<file path="src/hdl/ros_map.svh">
`ifndef ROS_MAP_SVH
`define ROS_MAP_SVH

// register byte offsets
`define ROS_SEL_OFF        8'h00
`define ROS_LEVEL_OFF      8'h04
`define ROS_ON_DLY_OFF     8'h08
`define ROS_OFF_DLY_OFF    8'h0C
`define ROS_STATUS_OFF     8'h10

// reset values
`define ROS_SEL_RST        5'h00
`define ROS_LEVEL_RST      32'h0000_0000
`define ROS_DLY_RST        16'h0000

// limits, tenths of a unit
`define ROS_LEVEL_MAX      32'h0001_8696
`define ROS_DLY_MAX        16'h1770

// status fields
`define ROS_ST_RELAY       0
`define ROS_ST_COND        1
`define ROS_ST_PEND        2
`define ROS_ST_BIPOLAR     3
`define ROS_ST_CNT_LSB     16

// selector codes
`define ROS_C_READY        5'h00
`define ROS_C_AT_SPEED     5'h01
`define ROS_C_POWERED      5'h02
`define ROS_C_LOCAL        5'h03
`define ROS_C_OVERLOAD     5'h04
`define ROS_C_RAMP_REG     5'h05
`define ROS_C_FREQ         5'h06
`define ROS_C_CURRENT      5'h07
`define ROS_C_BUS_V        5'h08
`define ROS_C_ANALOG_TWO   5'h09
`define ROS_C_PF_ANGLE     5'h0A
`define ROS_C_INPUT_LOSS   5'h0B
`define ROS_C_NETWORK      5'h0C
`define ROS_C_RETRIES      5'h0D
`define ROS_C_UNRECOV      5'h0E
`define ROS_C_REVERSE      5'h0F
`define ROS_C_LOGIC_ONE    5'h10
`define ROS_C_LOGIC_TWO    5'h11
`define ROS_C_AUX_MOTOR    5'h17
`define ROS_C_FAULT        5'h18

// delay tick timing
`define ROS_TICK_NS        100000000
`define ROS_CLK_NS         5

`endif

</file>
<file path="src/hdl/ros_pkg.sv">
package ros_pkg;

	// relay delay sequencer
	typedef enum logic [1:0] {
		ROS_OFF,
		ROS_ON_WAIT,
		ROS_ON,
		ROS_OFF_WAIT
	} ros_state_t;

	typedef logic [4:0] ros_sel_t;

endpackage : ros_pkg

</file>
<file path="src/hdl/ros_relay.sv">
// Functional notes
// - code 0: on when ready, off on fault
// - code 1: on at commanded frequency
// - code 2: on while motor powered
// - code 3: on under local control
// - codes 4,5: overload and ramp regulator
// - code 6: frequency above trip level
// - code 7: current above trip level
// - code 8: bus voltage above trip level
// - code 9: analog two above level, unipolar
// - code 10: power factor angle above level
// - code 11: loss on either analog input
// - code 12: network level drives relay directly
// - code 13: restart attempts exceeded
// - code 14: retries, unrecoverable, restart disabled
// - codes 15-17: reverse, logic inputs
// - code 23: auxiliary motor run
// - code 24: on when fault, inverse
// - trip level 0 to 9999, tenths
// - on-delay 0 to 600 s
// - off-delay 0 to 600 s
// - logic inputs only feed relay selection
`timescale 1ns/1ps
`default_nettype none
`include "ros_map.svh"

module ros_relay #(
	parameter int TICK_CYCLES = `ROS_TICK_NS / `ROS_CLK_NS
) (
	input  wire logic        clk_sys_i,
	input  wire logic        rst_n_i,
	input  wire logic [7:0]  paddr_i,
	input  wire logic        psel_i,
	input  wire logic        penable_i,
	input  wire logic        pwrite_i,
	input  wire logic [31:0] pwdata_i,
	input  wire logic [3:0]  pstrb_i,
	output logic      [31:0] prdata_o,
	output logic             pready_o,
	output logic             pslverr_o,
	input  wire logic        drive_ready_i,
	input  wire logic        fault_active_i,
	input  wire logic        speed_reached_i,
	input  wire logic        motor_powered_i,
	input  wire logic        local_control_i,
	input  wire logic        motor_overload_i,
	input  wire logic        ramp_reg_active_i,
	input  wire logic [15:0] out_freq_i,
	input  wire logic [15:0] out_current_i,
	input  wire logic [15:0] bus_voltage_i,
	input  wire logic [15:0] analog_two_i,
	input  wire logic [15:0] pf_angle_i,
	input  wire logic        analog_two_bipolar_i,
	input  wire logic        analog_one_loss_i,
	input  wire logic        analog_two_loss_i,
	input  wire logic        restart_exceeded_i,
	input  wire logic        unrecoverable_fault_i,
	input  wire logic        auto_restart_enabled_i,
	input  wire logic        reverse_cmd_i,
	input  wire logic        logic_in_one_i,
	input  wire logic        logic_in_two_i,
	input  wire logic        aux_motor_run_i,
	output logic             relay_coil_o
);

	// elaboration check on tick length
	// a tick is a one-cycle pulse, so the divider needs two cycles at least
	if (TICK_CYCLES < 2) begin : g_bad_tick
		$error("TICK_CYCLES must be at least two");
	end

	localparam int TW = $clog2(TICK_CYCLES + 1);

	ros_pkg::ros_sel_t    sel_q;
	logic [31:0]          level_q;
	logic [15:0]          on_dly_q;
	logic [15:0]          off_dly_q;
	logic [15:0]          cnt_q;
	logic [TW-1:0]        tick_cnt_q;
	logic                 tick_q;
	logic                 cond_d;
	logic                 cond_q;
	logic                 relay_q;
	ros_pkg::ros_state_t  state_q;
	logic                 setup_w;
	logic                 wr_w;
	logic                 mapped_w;

	// byte-lane merge of a write
	function automatic logic [31:0] merge(input logic [31:0] old, input logic [31:0] wd,
		input logic [3:0] st);
		logic [31:0] r;
		r = old;
		for (int i = 0; i < 4; i++) begin
			if (st[i]) begin
				r[8*i +: 8] = wd[8*i +: 8];
			end
		end
		return r;
	endfunction : merge

	// measurement above trip level
	function automatic logic above(input logic [15:0] meas, input logic [31:0] lvl);
		return {16'h0000, meas} > lvl;
	endfunction : above

	// apb decode
	assign setup_w  = psel_i && !penable_i;
	assign wr_w     = psel_i && penable_i && pwrite_i;
	assign mapped_w = (paddr_i == `ROS_SEL_OFF) || (paddr_i == `ROS_LEVEL_OFF) ||
		(paddr_i == `ROS_ON_DLY_OFF) || (paddr_i == `ROS_OFF_DLY_OFF) ||
		(paddr_i == `ROS_STATUS_OFF);
	assign pready_o  = 1'b1;
	assign pslverr_o = psel_i && penable_i && !mapped_w;

	// selector register
	always_ff @(posedge clk_sys_i) begin
		logic [31:0] sv;
		sv = merge({27'h0, sel_q}, pwdata_i, pstrb_i);
		if (!rst_n_i) begin
			sel_q <= `ROS_SEL_RST;
		end else if (wr_w && paddr_i == `ROS_SEL_OFF) begin
			sel_q <= sv[4:0]; // code kept in the low five bits
		end
	end

	// trip level register, clamped to range
	always_ff @(posedge clk_sys_i) begin
		logic [31:0] nv;
		nv = merge(level_q, pwdata_i, pstrb_i);
		if (!rst_n_i) begin
			level_q <= `ROS_LEVEL_RST;
		end else if (wr_w && paddr_i == `ROS_LEVEL_OFF) begin
			level_q <= (nv > `ROS_LEVEL_MAX) ? `ROS_LEVEL_MAX : nv;
		end
	end

	// delay registers, clamped to 600 s
	always_ff @(posedge clk_sys_i) begin
		logic [31:0] on_v;
		logic [31:0] off_v;
		on_v  = merge({16'h0000, on_dly_q}, pwdata_i, pstrb_i);
		off_v = merge({16'h0000, off_dly_q}, pwdata_i, pstrb_i);
		if (!rst_n_i) begin
			on_dly_q  <= `ROS_DLY_RST;
			off_dly_q <= `ROS_DLY_RST;
		end else if (wr_w) begin
			if (paddr_i == `ROS_ON_DLY_OFF) begin
				on_dly_q <= (on_v > {16'h0000, `ROS_DLY_MAX}) ? `ROS_DLY_MAX
					: on_v[15:0];
			end
			if (paddr_i == `ROS_OFF_DLY_OFF) begin
				off_dly_q <= (off_v > {16'h0000, `ROS_DLY_MAX}) ? `ROS_DLY_MAX
					: off_v[15:0];
			end
		end
	end

	// read data captured in setup phase
	always_ff @(posedge clk_sys_i) begin
		if (!rst_n_i) begin
			prdata_o <= 32'h0000_0000;
		end else if (setup_w) begin
			case (paddr_i)
				`ROS_SEL_OFF:     prdata_o <= {27'h0, sel_q};
				`ROS_LEVEL_OFF:   prdata_o <= level_q;
				`ROS_ON_DLY_OFF:  prdata_o <= {16'h0000, on_dly_q};
				`ROS_OFF_DLY_OFF: prdata_o <= {16'h0000, off_dly_q};
				`ROS_STATUS_OFF: begin
					prdata_o <= {cnt_q, 12'h000,
						analog_two_bipolar_i && sel_q == `ROS_C_ANALOG_TWO,
						state_q == ros_pkg::ROS_ON_WAIT || state_q == ros_pkg::ROS_OFF_WAIT,
						cond_q, relay_q};
				end
				default:          prdata_o <= 32'h0000_0000;
			endcase
		end
	end

	// condition selection
	always_comb begin
		case (sel_q)
			`ROS_C_READY:      cond_d = drive_ready_i && !fault_active_i;
			`ROS_C_AT_SPEED:   cond_d = speed_reached_i;
			`ROS_C_POWERED:    cond_d = motor_powered_i;
			`ROS_C_LOCAL:      cond_d = local_control_i;
			`ROS_C_OVERLOAD:   cond_d = motor_overload_i;
			`ROS_C_RAMP_REG:   cond_d = ramp_reg_active_i;
			`ROS_C_FREQ:       cond_d = above(out_freq_i, level_q);
			`ROS_C_CURRENT:    cond_d = above(out_current_i, level_q);
			`ROS_C_BUS_V:      cond_d = above(bus_voltage_i, level_q);
			`ROS_C_ANALOG_TWO: begin
				cond_d = !analog_two_bipolar_i && above(analog_two_i, level_q);
			end
			`ROS_C_PF_ANGLE:   cond_d = above(pf_angle_i, level_q);
			`ROS_C_INPUT_LOSS: cond_d = analog_one_loss_i || analog_two_loss_i;
			`ROS_C_NETWORK:    cond_d = level_q != 32'h0000_0000;
			`ROS_C_RETRIES:    cond_d = restart_exceeded_i;
			`ROS_C_UNRECOV: begin
				cond_d = restart_exceeded_i || unrecoverable_fault_i ||
					!auto_restart_enabled_i;
			end
			`ROS_C_REVERSE:    cond_d = reverse_cmd_i;
			`ROS_C_LOGIC_ONE:  cond_d = logic_in_one_i;
			`ROS_C_LOGIC_TWO:  cond_d = logic_in_two_i;
			`ROS_C_AUX_MOTOR:  cond_d = aux_motor_run_i;
			`ROS_C_FAULT:      cond_d = fault_active_i;
			default:           cond_d = 1'b0;
		endcase
	end

	// condition register
	always_ff @(posedge clk_sys_i) begin
		if (!rst_n_i) begin
			cond_q <= 1'b0;
		end else begin
			cond_q <= cond_d;
		end
	end

	// 0.1 s tick divider
	always_ff @(posedge clk_sys_i) begin
		if (!rst_n_i) begin
			tick_cnt_q <= '0;
			tick_q     <= 1'b0;
		end else if (tick_cnt_q == TW'(TICK_CYCLES - 1)) begin
			tick_cnt_q <= '0;
			tick_q     <= 1'b1;
		end else begin
			tick_cnt_q <= tick_cnt_q + 1'b1;
			tick_q     <= 1'b0;
		end
	end

	// on/off delay sequencer
	always_ff @(posedge clk_sys_i) begin
		if (!rst_n_i) begin
			state_q <= ros_pkg::ROS_OFF;
			cnt_q   <= 16'h0000;
			relay_q <= 1'b0;
		end else begin
			case (state_q)
				ros_pkg::ROS_OFF: begin
					cnt_q <= 16'h0000;
					if (cond_q) begin
						state_q <= ros_pkg::ROS_ON_WAIT;
					end
				end
				ros_pkg::ROS_ON_WAIT: begin
					if (!cond_q) begin
						state_q <= ros_pkg::ROS_OFF;
						cnt_q   <= 16'h0000;
					end else if (tick_q) begin
						if (cnt_q >= on_dly_q) begin
							state_q <= ros_pkg::ROS_ON;
							relay_q <= 1'b1;
							cnt_q   <= 16'h0000;
						end else begin
							cnt_q <= cnt_q + 16'h0001;
						end
					end
				end
				ros_pkg::ROS_ON: begin
					cnt_q <= 16'h0000;
					if (!cond_q) begin
						state_q <= ros_pkg::ROS_OFF_WAIT;
					end
				end
				ros_pkg::ROS_OFF_WAIT: begin
					if (cond_q) begin
						state_q <= ros_pkg::ROS_ON;
						cnt_q   <= 16'h0000;
					end else if (tick_q) begin
						if (cnt_q >= off_dly_q) begin
							state_q <= ros_pkg::ROS_OFF;
							relay_q <= 1'b0;
							cnt_q   <= 16'h0000;
						end else begin
							cnt_q <= cnt_q + 16'h0001;
						end
					end
				end
				default: begin
					state_q <= ros_pkg::ROS_OFF;
					relay_q <= 1'b0;
					cnt_q   <= 16'h0000;
				end
			endcase
		end
	end

	assign relay_coil_o = relay_q;
endmodule : ros_relay
`default_nettype wire

</file>
<file path="config.mk">
export PLATFORM = sky130hd
export DESIGN_NAME = ros_relay
export DESIGN_NICKNAME = d
export VERILOG_FILES = /design/src/hdl/ros_pkg.sv /design/src/hdl/ros_relay.sv
export VERILOG_INCLUDE_DIRS = /design/src /design/src/hdl
export SDC_FILE = /design/constraint.sdc
export NUM_CORES = 1
export LEC_CHECK = 0
export BUFFER_PORTS_ARGS = -buffer_cell sky130_fd_sc_hd__buf_2
export CORE_MARGIN = 2
export CORE_UTILIZATION = 45
export DETAILED_ROUTE_END_ITERATION = 8
export HOLD_SLACK_MARGIN = 0.06
export PLACE_DENSITY = 0.75
export RECOVER_POWER = 100
export SYNTH_ARGS = -nofsm -noshare
export SYNTH_HDL_FRONTEND = slang
export SYNTH_SLANG_ARGS = --single-unit
</file>
<file path="constraint.sdc">
create_clock -name clk_sys_i -period 2.39 [get_ports clk_sys_i]
set_clock_uncertainty 0.1 [all_clocks]
set_input_delay 0.1195 -clock clk_sys_i [delete_from_list [all_inputs] [get_ports clk_sys_i]]
set_output_delay 0.1195 -clock clk_sys_i [all_outputs]
set_load 0.05 [all_outputs]
</file>
==> flow_metrics.py, run 1 <==
metrics = {
    "status": {
        "status": "finished, violations left",
        "violations": "negative setup slack",
    },
    "critical_path": {
        "end_kind": "flop",
        "critPathLaunchType": "flop",
        "arrival_ns": 2.76,
        "worst_ep_required_time_ns": 2.63,
        "crit_chain": "nor4_2, buf_4, a21oi_1, a2111o_1, or2_0, nor2_4, buf_4, nand2_1, o2bb2ai_1",
        "critPathBufInv": 2,
        "critPathMaxFanout": 5,
        "crit_type": "reg -> reg",
        "cp_slowest_cell": "a2111o_1",
        "crit_path_max_incr_delay_ns": 0.46,
        "critPathTopFamily": "simple AND/OR/NAND/NOR gates",
        "cp_common_cell": "buf_4",
    },
    "synth": {
        "yosysWarnings": 0,
        "yosysSeqAreaShare_pct": 31.0,
        "async_flop_share_pct": 0,
        "synth.distinct_cells": 88,
        "synth_nets": 1401,
        "syn-mean-instance-area_sq_um": 8.33,
        "synth_edf_count": 0,
        "synthesis.area_sq_um": 9510,
        "yosys_register_bits": 147,
        "synthCells": 1141,
        "synth_flop_cell": "dfxtp_1",
    },
    "global_route": {
        "grt_max_degree": 41,
        "gr-total-overflow": 0,
        "grt_pass1_vias": 9558,
        "grt_pass1_wl_mm": 49.9,
        "gr-usage-all-layers_pct": 28.6,
        "antenna_found_initial": 0,
    },
    "route": {
        "totalWireLength_mm": 32.7,
        "viasPerCell": 5.92,
        "antenna_left": 0,
        "dr.first_iter.drc_count": 1076,
        "vias": 10178,
        "route.detailed.drc": 0,
        "drt_pre_antenna_iters": 5,
        "wl_per_cell_microns": 19.0,
    },
    "sta": {
        "worstMarginPinSlew_ns": 1.06,
        "grt_setup_unrepaired": "true",
        "drv_slew": 0,
        "finalWorstSetupSlack_ns": -0.122,
        "period_share_pct": 105,
        "setup_viol": 37,
        "post-route-min-period_ns": 2.51,
        "slew_headroom_pct": 28.7,
        "hold_viol": 0,
        "fin_setup_tns_ns": -1.97,
        "fmax_mhz": 398,
    },
    "clock_network": {
        "cts_max_level": 4,
        "clk_pin_slew_ns": 0.06,
        "clockBufferDepth": 2,
        "cts_tree": "yes",
        "worstSkewPairLatency_ns": 0.43,
        "cts_buffers": 17,
        "clock-sinks": 147,
        "cts_root_buffer": "clkbuf_16",
    },
    "pwr": {
        "peakVddDrop_uv": 483,
        "power_density_nw_per_um2": 450,
        "power_leakage_uw": 0.00507,
    },
    "placed_design": {
        "dp_hpwl_mm": 24.6,
        "routabilityCongestion": 0.982,
        "port_buffers": 179,
    },
    "finish": {
        "fin_util_pct": 60.2,
        "fillers": 1823,
        "layout-drive-gt1-share_pct": 28.8,
        "syn2layout_area_growth_pct": 32.2,
        "antenna-diode-count": 0,
        "nets": 1692,
    },
    "die": {
        "die_area_sq_um": 22300,
        "start_util_pct": 45.5,
        "fp.dieW_microns": 149,
        "dieHeight_microns": 149,
        "core_sq_um": 20900,
        "rows": 53,
        "io-pin-count": 181,
    },
    "flow_run": {
        "cap_violations": 0,
    },
    "hold_path": {
        "hp-class": "in -> reg",
    },
}
[worst register-to-register path, stage by stage, from the launching register on]
cell and delay, ns:
dfxtp_1 0.33, nor4_2 0.30, buf_4 0.17, a21oi_1 0.07, a2111o_1 0.46, or2_0 0.37, nor2_4 0.22, buf_4 0.15
nand2_1 0.07, o2bb2ai_1 0.19
[registers in the layout, indices dropped and copies added, names as in the netlist, named ones only]
| signal | flops |
|---|---|
| off_dly_q | 16 |
| state_q | 1 |
| level_q | 32 |
| tick_cnt_q | 25 |
| prdata_o | 32 |
| sel_q | 5 |
| relay_coil_o | 1 |
| on_dly_q | 16 |
| tick_q | 1 |
| cond_q | 1 |
| cnt_q | 16 |
[cell usage in the layout, fill, tap and decap left out, drive strengths merged, types with 41 or more instances in the layout]
master / instances
clkbuf: 68
nor2: 130
inv: 79
buf: 252
ha: 114
nor3: 41
nand2: 73
o21ai: 51
dfxtp: 147
a21oi: 83
[final timing paths]
check / start / end / slack [ns] / depth (start not counted)
worst min register to register: prdata_o[4] / prdata_o[4] / 0.36 / 2
worst max-delay path: level_q[27] / level_q[12] / -0.12 / 9
worst max register to register: level_q[27] / level_q[12] / -0.12 / 9
worst min-delay path: pstrb_i[2] / level_q[16] / 0.08 / 4
[stage by stage]
step / cell area [sq um] / power (uW) / std cells / hold slack, ns / setup WS (ns)
2_1_floorplan: 9510 / 2820 / 1141 / 0.145 / 0.0139
3_3_place_gp: 11400 / 3090 / 1658 / 0.318 / -0.581
3_5_place_dp: 11400 / 3100 / 1658 / 0.321 / -0.609
4_1_cts: 12300 / 5660 / 1717 / 0.0601 / -0.176
5_1_grt: 12600 / 5830 / 1720 / 0.0823 / -0.175
6_report: 12600 / 5650 / 1720 / 0.0795 / -0.122
[cell families after synthesis]
group           share of synthesized area [%]
xor+xnor                                 3.59
other cells                            0.0395
compound gates                           20.8
fa+ha+maj                                15.0
flops                                    31.0
simple gates                             22.8
mux                                      1.76
buf+inv                                  5.07
[area by class of cell]
class	count	area (sq um)	area share (%)
tap	275	344	2.74
inverter	71	294	2.34
clock buffer	19	443	3.52
clock inverter	13	114	0.906
multi-input combinational	873	6440	51.2
sequential	147	2980	23.7
timing repair buffer	322	1960	15.6
[where the power goes]
part	switching [uW]	total, uW	internal (uW)
logic	359	633	274
clock network	1170	2560	1390
registers	11.3	2460	2450
[repair_timing]
item,4_1_cts,5_1_grt
pin swaps,29,20
resized for setup,44,76
endpoints found under the hold margin,37,0
setup endpoints to repair,24,56
hold buffers,21,0
setup buffers,6,3
cloned,0,0
[cell usage after synthesis, types with 17 or more instances]
cell	number	area, sq um
dfxtp_1	147	2940
nor2_1	126	473
ha_1	114	1430
a21oi_1	83	415
nand2_1	72	270
inv_1	70	263
o21ai_0	48	240
nor3_1	41	205
nand3_1	37	185
clkbuf_1	34	128
nand4_1	31	194
a22oi_1	30	225
nor4_1	25	156
and3_1	22	138
xor2_1	22	193
o221a_2	17	191
xnor2_1	17	149
[routing by layer]
layer | GRT usage [%] | up-vias | wire length, microns
met5 | 0 | - | 0
met4 | 9.90 | 0 | 1030
met3 | 5.29 | 79 | 2970
met2 | 47.8 | 539 | 15200
met1 | 37.0 | 4750 | 13500
li1 | - | 4810 | -
Note: power is estimated with default switching activity, not from simulation.
==> run 2, diff against run 1 <==
--- a/config.mk
+++ b/config.mk
@@ -13,6 +13,7 @@
 export HOLD_SLACK_MARGIN = 0.06
 export PLACE_DENSITY = 0.75
 export RECOVER_POWER = 100
+export SETUP_SLACK_MARGIN = 0.5
 export SYNTH_ARGS = -nofsm -noshare
 export SYNTH_HDL_FRONTEND = slang
 export SYNTH_SLANG_ARGS = --single-unit
==> flow_metrics.py, run 2 (synthesis results as in run 1) <==
metrics = {
    "global_route": {
        "grt_pass1_vias": 9917,
        "gr-total-overflow": 0,
        "grt_pass1_wl_mm": 51.4,
        "antenna_found_initial": 0,
        "gr-usage-all-layers_pct": 29.6,
        "grt_max_degree": 40,
    },
    "hold_path": {
        "worstHoldPathCells": 4,
        "hp-class": "in -> reg",
    },
    "route": {
        "route.detailed.drc": 0,
        "totalWireLength_mm": 33.8,
        "wl_per_cell_microns": 19.8,
        "dr.first_iter.drc_count": 772,
        "viasPerCell": 6.04,
        "antenna_left": 0,
        "vias": 10299,
        "drt_pre_antenna_iters": 7,
    },
    "finish": {
        "layout-drive-gt1-share_pct": 35.0,
        "mostFrequentLayoutCell": "buf_2",
        "antenna-diode-count": 0,
        "nets": 1677,
        "mostFrequentLayoutCells": "buf_2 (146), nor2_1 (113), dfxtp_1 (113), ha_1 (87), buf_4 (87)",
        "syn2layout_area_growth_pct": 41.1,
        "reg_top3": "level_q (32), prdata_o (32), tick_cnt_q (25)",
    },
    "sta": {
        "grt_setup_unrepaired": "true",
        "post-route-min-period_ns": 2.39,
        "fin_setup_tns_ns": -0.00557,
        "whs_ns": 0.0932,
        "worstMarginPinSlew_ns": 1.23,
        "fmax_mhz": 418,
        "period_share_pct": 100,
        "slew_headroom_pct": 17.7,
        "finalWorstSetupSlack_ns": -0.00312,
        "hold_viol": 0,
        "drv_slew": 0,
        "setup_viol": 2,
    },
    "die": {
        "dieHeight_microns": 149,
        "fp.dieW_microns": 149,
        "die_area_sq_um": 22300,
        "io-pin-count": 181,
        "rows": 53,
        "core_sq_um": 20900,
        "start_util_pct": 45.5,
    },
    "critical_path": {
        "cp_slowest_cell": "a2111oi_2",
        "regToRegEndpoint": "cnt_q[6]",
        "crit_type": "reg -> reg",
        "arrival_ns": 2.62,
        "end_kind": "flop",
        "crit_path_max_incr_delay_ns": 0.40,
        "crit_chain": "inv_2, ha_4, or3b_1, o211ai_1, a2111oi_2, o311a_1, o21ai_4, a221oi_4, buf_6, nor2_1",
        "worst_ep_required_time_ns": 2.62,
        "cp-endpoint": "cnt_q[6]",
        "critPathLaunchType": "flop",
        "r2r_setup_slack_ns": -0.003,
        "r2r_start": "cnt_q[0]",
        "critPathMaxFanout": 6,
        "timing.reg2reg.worst_path_depth": 10,
        "startpoint": "cnt_q[0]",
    },
    "clock_network": {
        "clockBufferDepth": 2,
        "cts_max_level": 4,
        "clock-sinks": 147,
        "cts_buffers": 17,
        "worstSkewPairLatency_ns": 0.44,
        "cts_tree": "yes",
        "cts_root_buffer": "clkbuf_16",
        "clk_pin_slew_ns": 0.06,
    },
    "pwr": {
        "peakVddDrop_uv": 541,
        "power_density_nw_per_um2": 457,
        "power_leakage_uw": 0.00533,
    },
    "flow_run": {
        "cap_violations": 0,
    },
    "status": {
        "status": "finished, violations left",
        "violations": "negative setup slack",
    },
    "placed_design": {
        "dp_hpwl_mm": 24.8,
        "routabilityCongestion": 0.979,
        "place_ws_ns": -0.243,
        "port_buffers": 179,
    },
}
-- run 2: worst min-delay path by stage --
stage / startpoint / to / slack (ns)
finish: pwdata_i[11] / level_q[11] / 0.09
global route: pwdata_i[11] / level_q[11] / 0.09
CTS: pwdata_i[11] / level_q[11] / 0.07
detailed placement: pwdata_i[14] / level_q[14] / 0.32
global placement: pwdata_i[13] / level_q[13] / 0.32
floorplan: pwdata_i[14] / level_q[14] / 0.14
-- run 2: cell type report --
| type | count | area [sq um] |
|---|---|---|
| inverter | 71 | 322 |
| clock buffer | 19 | 453 |
| clock inverter | 13 | 195 |
| multi-input combinational | 873 | 7170 |
| fill | 1656 | 7470 |
| timing repair buffer | 307 | 1910 |
| sequential | 147 | 3020 |
| tap | 275 | 344 |
-- run 2: timing repair --
item | in CTS | in global routing
hold buffers | 19 | 0
endpoints found under the hold margin | 35 | 0
gates resized for setup | 124 | 73
setup buffers | 15 | 7
pin swaps | 61 | 51
setup endpoints to repair | 69 | 96
-- run 2: routing by layer --
metal / vias up / track usage (%) / share of wire [%]
li1: 4793 / - / -
met1: 4870 / 37.1 / 41
met2: 532 / 49.5 / 47
met3: 104 / 4.95 / 8.1
met4: 0 / 13.8 / 4.1
met5: - / 0 / 0
-- run 2: critical path, delay by kind of cell (launching register included) --
kind / cells / cell delay (ns)
and+or+nand+nor: 2 / 0.15
DFF: 1 / 0.33
buffers and inverters: 2 / 0.24
AOI/OAI and AO/OA: 5 / 1.21
adders and majority gates: 1 / 0.25
-- run 2: per-stage QoR --
step	power (uW)	area (sq um)	cells	utilization, %
after floorplan	2850	9960	1141	-
after global placement	3130	11600	1632	55.7
after detailed placement	3140	11600	1632	55.7
after CTS	6110	13100	1698	62.8
after global routing	6300	13400	1705	64.2
final	6130	13400	1705	64.2
-- run 2: where the power goes --
group	switching [uW]	leakage, uW	internal, uW
Combinational	413	0.00380	309
Sequential	9.54	0.00121	2440
Clock	1140	0.000318	1820
